[config.mk]
export PLATFORM = sky130hd
export DESIGN_NAME = lsfs_spi_slave
export DESIGN_NICKNAME = d
export VERILOG_FILES = /design/src/verilog/lsfs_spi_slave.v
export VERILOG_INCLUDE_DIRS = /design/src /design/src/verilog
export SDC_FILE = /design/constraint.sdc
export NUM_CORES = 1
export LEC_CHECK = 0
export ABC_AREA = 1
export BUFFER_PORTS_ARGS = -buffer_cell sky130_fd_sc_hd__buf_2
export CORE_MARGIN = 2
export CORE_UTILIZATION = 45
export CTS_BUF_LIST = sky130_fd_sc_hd__clkbuf_8
export CTS_CLUSTER_DIAMETER = 50
export DETAILED_ROUTE_END_ITERATION = 16
export GPL_ROUTABILITY_DRIVEN = 0
export PLACE_DENSITY = 0.7
export SLEW_MARGIN = 20
export SYNTH_ARGS = -nofsm -noshare
export SYNTH_HDL_FRONTEND = slang
export SYNTH_SLANG_ARGS = --single-unit
[constraint.sdc]
create_clock -name clk_sys -period 1.8 [get_ports clk_sys]
set_input_delay 0.18 -clock clk_sys [delete_from_list [all_inputs] [get_ports clk_sys]]
set_output_delay 0.18 -clock clk_sys [all_outputs]
set_load 0.02 [all_outputs]
[src/verilog/lsfs_map.vh]
// Operation
// - sample serial input into receive shifter on each rising serial clock, select low
// - select high: ignore clock and data, serial output undriven
// - one sixteen-bit word per transfer, most significant bit first
// - select low starts a transfer; commit only at select rising after sixteen bits
// - more or fewer than sixteen rising edges: drop write, set serial error
// - rejected transfer leaves diagnostic contents untouched
// - outgoing serial error flag shows the previous transfer's outcome
// - response shifts out msb first, next bit on each falling clock
// - summary fault flag appears as soon as select falls
// - frame: address 15:11, write select, don't-care, eight data, parity bit 0
// - write select 0 reads: data bits ignored, register contents returned
// - read response: seven status bits, register data 8:1, parity
// - write select 1: data written to addressed register at select rising
// - write response: status, then overcurrent, fset, zero, switch, thermal, zeros
// - frame parity odd over all sixteen bits
// - bad parity sets serial error; a write is also dropped
// - memory error reported in every response
//
`ifndef LSFS_MAP_VH
`define LSFS_MAP_VH

`define LSFS_CNT_W     5
`define LSFS_CNT_FULL  5'h10
`define LSFS_CNT_OVER  5'h11
`define LSFS_CNT_ADDR  5'h04
`define LSFS_CNT_FILL  5'h05
`define LSFS_IDX_TOP   4'hf
`define LSFS_ADDR_HI   15
`define LSFS_ADDR_LO   11
`define LSFS_WR_BIT    10
`define LSFS_DATA_HI   8
`define LSFS_DATA_LO   1
`define LSFS_PAR_BIT   0
`define LSFS_PIN_RST   3'b110

`endif

[src/verilog/lsfs_spi_slave.v]
`timescale 1ns/1ps
`default_nettype none
`include "lsfs_map.vh"

module lsfs_spi_slave (
    input  wire       clk_sys,
    input  wire       rst_b,
    input  wire       chip_select_n,
    input  wire       sck,
    input  wire       mosi,
    output wire       miso,
    output wire       miso_oe,
    input  wire       summary_fault_flag,
    input  wire       memory_error_flag,
    input  wire       output_overvoltage_bit,
    input  wire       output_undervoltage_bit,
    input  wire       open_string_bit,
    input  wire       regulator_undervoltage_bit,
    input  wire       output_overcurrent_bit,
    input  wire       frequency_set_fault_bit,
    input  wire       switch_current_fault_bit,
    input  wire       thermal_fault_bit,
    output wire [4:0] reg_rd_addr,
    input  wire [7:0] reg_rd_data,
    output wire [4:0] reg_wr_addr,
    output wire [7:0] reg_wr_data,
    output wire       reg_wr_strobe,
    output wire       serial_error_flag
);

// ----------------------------------------------------------------
// pin synchronisers
// ----------------------------------------------------------------
// bit 2 select, bit 1 clock, bit 0 data; all three share the
// same latency so data stays aligned with the clock edges
wire [2:0] pin_in;
wire [2:0] pin_rst;
wire [2:0] filt_q;
wire [2:0] filt_prev_q;

assign pin_in  = {chip_select_n, sck, mosi};
// reset to the idle levels of the pins, so that no false
// select or clock edge appears right after reset
assign pin_rst = `LSFS_PIN_RST;

genvar g;
generate
    for (g = 0; g < 3; g = g + 1) begin : g_sync
        // each bit keeps its own stages, so every flop has one driver
        reg sync1_q;
        reg sync2_q;
        reg sync3_q;
        reg filt_bit_q;
        reg filt_prev_bit_q;

        always @(posedge clk_sys) begin
            if (!rst_b) begin
                sync1_q         <= pin_rst[g];
                sync2_q         <= pin_rst[g];
                sync3_q         <= pin_rst[g];
                filt_bit_q      <= pin_rst[g];
                filt_prev_bit_q <= pin_rst[g];
            end else begin
                sync1_q         <= pin_in[g];
                sync2_q         <= sync1_q;
                sync3_q         <= sync2_q;
                // a change counts only once two stages agree
                if (sync2_q == sync3_q) begin
                    filt_bit_q <= sync3_q;
                end
                filt_prev_bit_q <= filt_bit_q;
            end
        end

        assign filt_q[g]      = filt_bit_q;
        assign filt_prev_q[g] = filt_prev_bit_q;
    end
endgenerate

// ----------------------------------------------------------------
// edge detection
// ----------------------------------------------------------------
wire cs_low;
wire cs_fall;
wire cs_rise;
wire sck_rise;
wire sck_fall;
wire data_bit;

assign cs_low   = ~filt_q[2];
assign cs_fall  = filt_prev_q[2] & ~filt_q[2];
assign cs_rise  = ~filt_prev_q[2] & filt_q[2];
// clock activity only counts while selected
assign sck_rise = cs_low & ~cs_fall & ~filt_prev_q[1] & filt_q[1];
// falls move the pin, rises feed the shifter
assign sck_fall = cs_low & ~cs_fall & filt_prev_q[1] & ~filt_q[1];
assign data_bit = filt_q[0];

// ----------------------------------------------------------------
// receive side
// ----------------------------------------------------------------
reg [15:0]            rx_q;
reg [15:0]            rx_d;
reg [`LSFS_CNT_W-1:0] cnt_q;
reg [`LSFS_CNT_W-1:0] cnt_d;
reg [4:0]             rd_addr_q;
reg [4:0]             rd_addr_d;

always @* begin
    rx_d      = rx_q;
    cnt_d     = cnt_q;
    rd_addr_d = rd_addr_q;
    if (cs_fall) begin
        // a fresh frame starts empty, so a cut frame leaves nothing behind
        rx_d  = 16'h0000;
        cnt_d = {`LSFS_CNT_W{1'b0}};
    end else if (sck_rise) begin
        rx_d = {rx_q[14:0], data_bit};
        // saturate past sixteen so an overrun stays visible
        if (cnt_q != `LSFS_CNT_OVER) begin
            cnt_d = cnt_q + 5'h01;
        end
        // fifth bit completes the address; it is handed out early
        // so the register file has a full clock period to answer
        if (cnt_q == `LSFS_CNT_ADDR) begin
            rd_addr_d = {rx_q[3:0], data_bit};
        end
    end
end

always @(posedge clk_sys) begin
    if (!rst_b) begin
        rx_q      <= 16'h0000;
        cnt_q     <= {`LSFS_CNT_W{1'b0}};
        rd_addr_q <= 5'h00;
    end else begin
        rx_q      <= rx_d;
        cnt_q     <= cnt_d;
        rd_addr_q <= rd_addr_d;
    end
end

// ----------------------------------------------------------------
// response frame
// ----------------------------------------------------------------
reg  [15:0] resp_q;
reg  [15:0] resp_d;
reg  [3:0]  idx_q;
reg  [3:0]  idx_d;
reg         miso_q;
reg         miso_d;
reg         oe_q;
reg         se_q;
wire [7:0]  low_bits;
wire        wr_sel;
wire        resp_par;

// low bits are chosen once per frame, on the sixth rising edge,
// whose own data bit is the write select
assign wr_sel = data_bit;

// a read returns the register, a write the extra fault bits
assign low_bits = wr_sel ?
    {output_overcurrent_bit, frequency_set_fault_bit, 1'b0,
     switch_current_fault_bit, thermal_fault_bit, 3'b000} :
    reg_rd_data;

// odd parity over the whole outgoing word
assign resp_par = ~(^{resp_q[15:9], low_bits});

always @* begin
    resp_d = resp_q;
    idx_d  = idx_q;
    if (cs_fall) begin
        // status is frozen for the whole transfer
        resp_d = {summary_fault_flag,
                  memory_error_flag,
                  se_q,
                  output_overvoltage_bit,
                  output_undervoltage_bit,
                  open_string_bit,
                  regulator_undervoltage_bit,
                  9'h000};
        idx_d  = `LSFS_IDX_TOP;
    end else begin
        // the clock idles high, so the seventh falling edge, which
        // puts bit 8 out, comes before the seventh rising edge;
        // filling on the sixth keeps the pin still between falls
        if (sck_rise && cnt_q == `LSFS_CNT_FILL) begin
            resp_d[`LSFS_DATA_HI:`LSFS_DATA_LO] = low_bits;
            resp_d[`LSFS_PAR_BIT] = resp_par;
        end
        // the index rests on bit 0 after an overrun
        if (sck_fall && idx_q != 4'h0) begin
            idx_d = idx_q - 4'h1;
        end
    end
end

always @(posedge clk_sys) begin
    if (!rst_b) begin
        resp_q <= 16'h0000;
        idx_q  <= `LSFS_IDX_TOP;
    end else begin
        resp_q <= resp_d;
        idx_q  <= idx_d;
    end
end

// ----------------------------------------------------------------
// serial output pin
// ----------------------------------------------------------------
always @* begin
    miso_d = 1'b0;
    if (cs_fall) begin
        // fault flag goes out before any clock edge; it is taken
        // live because the frozen copy lands in this same cycle
        miso_d = summary_fault_flag;
    end else if (cs_low) begin
        miso_d = resp_q[idx_q];
    end
end

always @(posedge clk_sys) begin
    if (!rst_b) begin
        miso_q <= 1'b0;
        oe_q   <= 1'b0;
    end else begin
        // the pin idles low while released, never at a stale bit
        miso_q <= miso_d;
        oe_q   <= cs_low;
    end
end

// ----------------------------------------------------------------
// commit at end of frame
// ----------------------------------------------------------------
wire bad_count;
wire bad_parity;
wire frame_err;

// a frame counts only with exactly sixteen rising edges and
// an odd number of ones; either fault blocks the write
assign bad_count  = cnt_q != `LSFS_CNT_FULL;
assign bad_parity = ~(^rx_q);
assign frame_err  = bad_count | bad_parity;

reg [4:0] wr_addr_q;
reg [4:0] wr_addr_d;
reg [7:0] wr_data_q;
reg [7:0] wr_data_d;
reg       wr_stb_q;
reg       wr_stb_d;
reg       se_d;

always @* begin
    se_d      = se_q;
    wr_addr_d = wr_addr_q;
    wr_data_d = wr_data_q;
    wr_stb_d  = 1'b0;
    if (cs_rise) begin
        // flag always describes the last finished frame
        se_d = frame_err;
        // rejected frames emit nothing, so the diagnostic
        // registers keep their contents
        if (!frame_err && rx_q[`LSFS_WR_BIT]) begin
            wr_addr_d = rx_q[`LSFS_ADDR_HI:`LSFS_ADDR_LO];
            wr_data_d = rx_q[`LSFS_DATA_HI:`LSFS_DATA_LO];
            wr_stb_d  = 1'b1;
        end
    end
end

always @(posedge clk_sys) begin
    if (!rst_b) begin
        se_q      <= 1'b0;
        wr_addr_q <= 5'h00;
        wr_data_q <= 8'h00;
        wr_stb_q  <= 1'b0;
    end else begin
        se_q      <= se_d;
        wr_addr_q <= wr_addr_d;
        wr_data_q <= wr_data_d;
        wr_stb_q  <= wr_stb_d;
    end
end

// ----------------------------------------------------------------
// outputs
// ----------------------------------------------------------------
// every output leaves straight from a flop
assign miso              = miso_q;
assign miso_oe           = oe_q;
assign reg_rd_addr       = rd_addr_q;
assign reg_wr_addr       = wr_addr_q;
assign reg_wr_data       = wr_data_q;
assign reg_wr_strobe     = wr_stb_q;
assign serial_error_flag = se_q;

endmodule

`default_nettype wire

==> run metrics, run 1 <==
post-synth top area share=0.416; Hold Crit Class=input pin to flop; RSZ-0062 raised after global routing=no; drt pass-1 iters=4; Post-synth top flop=dfxtp_1; CTS Root Cell=clkbuf_8; Fillers=833; ys async rst share=0; initial core utilization=0.458; core area=0.00809 sq mm; Slew HR=0.700; CTS Buf Count=9; clock sink count=77; leading area contributor after synthesis=dfxtp_1; maximum clock path buffer count=2; Reg clk slew, reported paths=80 ps; final setup fails=0; Port Buf Inserts=44; CTS tree=yes; ranking of synthesized cells by area=dfxtp_1 (42%), nand2_1 (14%), inv_1 (8.3%), o21ai_0 (6.5%), a21oi_1 (6.1%); Achievable Freq=0.622 GHz; largest family of logic cells by synthesized area=simple AND/OR/NAND/NOR gates; first-pass GRT wire length=13600 microns; Max FO, Critical Path=6; Synth Area in XOR/XNOR=0.0142; antenna violations before repair=0; maximum vdd ir drop=0.521 mV; CP endpoint kind=flop; Pins Over Slew Limit=0; vias in the first global route=3221; #FFs+latches synth=77; I/O pin count=45; critical path class=flop to flop; final hold slack=51.9 ps; total negative slack=0 ps; post-synthesis mux area share=0; layout cells sized above 1=0.193; fin crit share=0.893; post-synthesis adder-cell area fraction=0.0135; Row Count=33; MaxCap Viol Count=0; DRC viols=0; # diodes=0; Util after Layout=0.538; die area=0.00897 sq mm; syn nets=573; initial DRC count=159; Synth Area in Compound Gates=0.145; antenna-violating nets left=0; Mapped Cells=546; pwr dens=789 mW/mm^2; Worst EP required=2040 ps; Post-Syn Area=0.00370 sq mm; worst-margin pin slew=449 ps; Pwr Total=3440 uW; Simple-Gate Fraction of Synth Area=0.290; Startpoint Class=flop; Avg Inst Size Synth=6.78 sq um; width of the chip=94.7 microns; die height=94.7 microns; Tmin final=1610 ps; P&R area growth vs syn=17.6%; status=finished, final reports clean; NumNets Final=624; sequential share of the synthesized area=0.416; detailed placer's ending HPWL=5720 microns; largest net degree at the start of global routing=37; routed wire length=7890 microns; DR vias/cell=4.88; Hold Fails Final Rpt=0; insertion delay to the later sink of the worst-skew pair=350 ps; total congestion overflow=0; overall routing resource usage=0.192; via count=3450; number of enable flip-flop cells after synthesis=0; H-tree depth reported by CTS=3; Synth Warn #=0; worst path arrival time=1840 ps; Netlist cell types=28; Clock Skew=7.92 ps; drt wl/cell=11.2 microns; Leakage Power=0.00208 uW
==> timing repair <==
action	CTS	global route
hold buffers	3	0
setup endpoints to repair	0	15
hold endpoints to repair	3	0
gates resized for setup	0	7
setup buffers	0	2
==> final cells by class <==
cell class	instances	area (sq um)	area share
multi-input combinational	357	1730	0.398
timing repair buffer	58	345	0.0793
clock buffer	10	138	0.0316
tap	105	131	0.0302
inverter	94	353	0.0810
clock inverter	6	110	0.0253
sequential	77	1550	0.355
==> critical path, stage by stage, from the launching register on <==
cell     delay [ps]
dfxtp_1         360
inv_1            60
nand2_1         110
nor3_4          240
nand2_1         210
nor3_2          200
nand2_1         100
xor2_1          150
nor2_1           50
==> final timing paths <==
check                      end  slack, ps  cells past startpoint            startpoint
max                   cnt_q[4]        190                      8  g_sync[2].filt_bit_q
min                 resp_q[10]         50                      3       open_string_bit
min reg2reg  g_sync[2].sync2_q        420                      1     g_sync[2].sync1_q
max reg2reg           cnt_q[4]        190                      8  g_sync[2].filt_bit_q
==> cell families (layout without fill, tap and decap cells) <==
logic type | after synthesis | after routing
AOI/OAI and AO/OA | 104 | 104
xor gates and xnor gates | 6 | 6
adders and majority gates | 4 | 4
buffers and inverters | 112 | 168
DFF | 77 | 77
and+or+nand+nor | 243 | 243
==> report_power, final <==
group	switching, uW	total (uW)	internal, uW
Combinational	72.7	126	53.0
Clock	640	1600	956
Sequential	4.53	1720	1710
==> layer usage <==
| metal | GRT usage | vias up | part of all wire |
|---|---|---|---|
| li1 | - | 1824 | - |
| met1 | 0.217 | 1559 | 0.44 |
| met2 | 0.350 | 56 | 0.51 |
| met3 | 0.0503 | 11 | 0.033 |
| met4 | 0.0628 | 0 | 0.014 |
| met5 | 0 | - | 0 |
==> flip-flops by register name, summed over array words and instances, names as in the netlist <==
signal / flops
reg_wr_addr: 5
miso: 1
reg_wr_strobe: 1
idx_q: 4
data_bit: 1
reg_rd_addr: 5
g_sync.sync1_q: 3
cnt_q: 5
reg_wr_data: 8
serial_error_flag: 1
miso_oe: 1
g_sync.sync2_q: 3
g_sync.sync3_q: 3
g_sync.filt_prev_bit_q: 2
rx_q: 16
resp_q: 16
g_sync.filt_bit_q: 2
==> cells in the mapped netlist (3+ instances only) <==
master    instances
nor2_2            4
or2_2             7
clkbuf_1          9
xnor2_1           4
o211ai_1          4
inv_1            82
nand2_2          15
nand2_1         138
a21oi_1          45
buf_2             6
nand3_1          20
nor2_1           37
o21ai_0          48
inv_2            12
nand4_1          15
nor3_1            3
dfxtp_1          77
ha_1              4
==> layout by cell type, fill, tap and decap left out, types with 7 or more instances in the layout <==
cell type / instances
nand2_2: 14
buf_2: 44
nand2_1: 138
dfxtp_1: 74
o21ai_0: 47
clkbuf_8: 10
or2_2: 7
nand3_1: 20
buf_4: 10
inv_2: 13
inv_1: 81
a21oi_1: 45
nand4_1: 15
nor2_1: 37
==> stage by stage <==
stage	setup WS (ps)	area, sq um	instances
2_1_floorplan	347	3700	546
3_3_place_gp	129	4040	686
3_5_place_dp	59.0	4040	686
4_1_cts	49.8	4310	705
5_1_grt	3.23	4350	707
6_report	192	4350	707
Note: power is estimated with default switching activity, not from simulation.
==> run 2, diff against run 1 <==
Settings changed: ABC_AREA 1 to not set, PLACE_DENSITY 0.7 to 0.71.
==> run metrics, run 2 <==
status=complete, but fails checks; violations in the final reports=negative setup slack; number of enable flip-flop cells after synthesis=0; P&R area growth vs syn=24.4%; sequential share of the synthesized area=0.461; Post-Syn Area=0.00334 sq mm; ranking of synthesized cells by area=dfxtp_1 (46%), nand2_1 (9.1%), xnor2_1 (7.6%), mux2i_1 (7.2%), a21oi_1 (4.2%); maximum vdd ir drop=0.474 mV; worst path arrival time=2050 ps; vias in the first global route=2560; Worst EP required=2030 ps; drt wl/cell=12.7 microns; first-pass GRT wire length=11700 microns; final setup fails=8; Setup crit start=g_sync[2].filt_prev_bit_q; Hold Fails Final Rpt=0; # diodes=0; Max FO, Critical Path=6; ys async rst share=0; CTS Buf Count=9; CP dominant cell by count=buf_12; most common cell after layout, fill and taps aside=nand2_1; insertion delay to the later sink of the worst-skew pair=350 ps; Worst Path Buf+Inv=2; antenna-violating nets left=0; clock sink count=77; die area=0.00813 sq mm; Achievable Freq=0.549 GHz; FF-to-FF Start=g_sync[2].filt_prev_bit_q; die height=90.2 microns; CP delay by family, top=simple AND/OR/NAND/NOR gates; via count=2572; Clock Skew=7.02 ps; CTS tree=yes; critical path class=flop to flop; largest net degree at the start of global routing=35; Pins Over Slew Limit=0; Post-Layout Cell Count=532; DR vias/cell=4.83; overall routing resource usage=0.176; routed wire length=6740 microns; Netlist cell types=34; CP max stage cell=or4b_4; syn nets=393; Worst Hold Launch=mosi; MaxCap Viol Count=0; #FFs+latches synth=77; leading area contributor after synthesis=dfxtp_1; CTS Root Cell=clkbuf_8; Row Count=31; most frequent cells in the layout=nand2_1 (81), dfxtp_1 (72), buf_2 (45); Hold Crit Class=input pin to flop; antenna violations before repair=0; Mapped Cells=366; RSZ-0062 raised after global routing=yes; Startpoint Class=flop; width of the chip=90.2 microns; worst-margin pin slew=507 ps; worst-path cell chain=nor4b_4 > nand2_2 > or4b_4 > buf_12 > buf_12 > a21oi_2 > nor2_1; pwr dens=716 mW/mm^2; detailed placer's ending HPWL=4750 microns; H-tree depth reported by CTS=3; Reg clk slew, reported paths=80 ps; Slew HR=0.658; drt pass-1 iters=6; initial DRC count=103; core area=0.00721 sq mm; final setup margin=-23.1 ps; Port Buf Inserts=44; CP endpoint kind=flop; DRC viols=0; I/O pin count=45; initial core utilization=0.463; Leakage Power=0.00162 uW; Pwr Total=2980 uW; post-synth top area share=0.461; Post-synth top flop=dfxtp_1; Synth top cells by count=nand2_1 (81), dfxtp_1 (77), xnor2_1 (29); maximum clock path buffer count=2; total congestion overflow=0; layout cells sized above 1=0.282; fin crit share=1.01; Synth Warn #=0; Tmin final=1820 ps; top-count cell post-synth=nand2_1; final hold slack=34.7 ps; NumNets Final=456; CP max stage delay=520 ps; Placed Instances=511; Avg Inst Size Synth=9.13 sq um
run 2: path summary, 6_finish.rpt:
check,endpoint,slack (ps),depth (start not counted)
worst max-delay path,resp_q[7],-20,7
worst min-delay path,g_sync[0].sync1_q,30,2
worst max register to register,resp_q[7],-20,7
worst min register to register,g_sync[2].sync2_q,420,1
run 2: layout make-up:
cell class | instances | area, sq um
clock inverters | 5 | 28.8
clock buffers | 10 | 138
inverters | 6 | 22.5
well taps | 99 | 124
multi-input cells | 259 | 1780
fillers | 654 | 3060
flip-flops and latches | 77 | 1550
repair buffers | 76 | 513
run 2: cell families (layout without fill, tap and decap cells):
family / Yosys count / in the layout / share of synthesized area
AO/OA/AOI/OAI: 45 / 45 / 0.0760
XOR/XNOR: 37 / 37 / 0.0970
adder cells (fa/ha/maj): 4 / 4 / 0.0150
buffers and inverters: 30 / 97 / 0.0401
flip-flops: 77 / 77 / 0.461
multiplexers: 29 / 29 / 0.106
AND/OR/NAND/NOR: 144 / 144 / 0.205
run 2: where the power goes:
| part | switching [uW] | internal (uW) |
|---|---|---|
| logic | 68.7 | 64.9 |
| registers | 3.97 | 1710 |
| clock network | 610 | 520 |
| total | 683 | 2290 |
run 2: repair_timing:
item                                   CTS  global route
hold buffers                             2             0
buffers inserted                         1             2
cloned                                   1             0
resized for setup                       12            12
setup endpoints to repair               22            26
endpoints found under the hold margin    2             0
pin swaps                                3             9
run 2: layer usage:
metal,vias to the layer above,share of wire,wire (microns),track usage
met5,-,0,0,0
met3,11,0.042,285,0.0562
met1,1202,0.46,3100,0.208
met2,39,0.49,3270,0.297
li1,1320,-,-,-
met4,0,0.013,87,0.0654
run 2: through the flow:
step                setup WS, ps  instance area [sq um]  TNS (ps)  utilization
floorplan                   -220                   3390     -1970            -
CTS                        -39.7                   4090      -163        0.567
global route               -82.8                   4160      -848        0.576
detailed placement         -99.7                   3840      -742        0.532
global placement           -75.7                   3840      -218        0.532
finish                     -23.1                   4160     -66.7        0.576
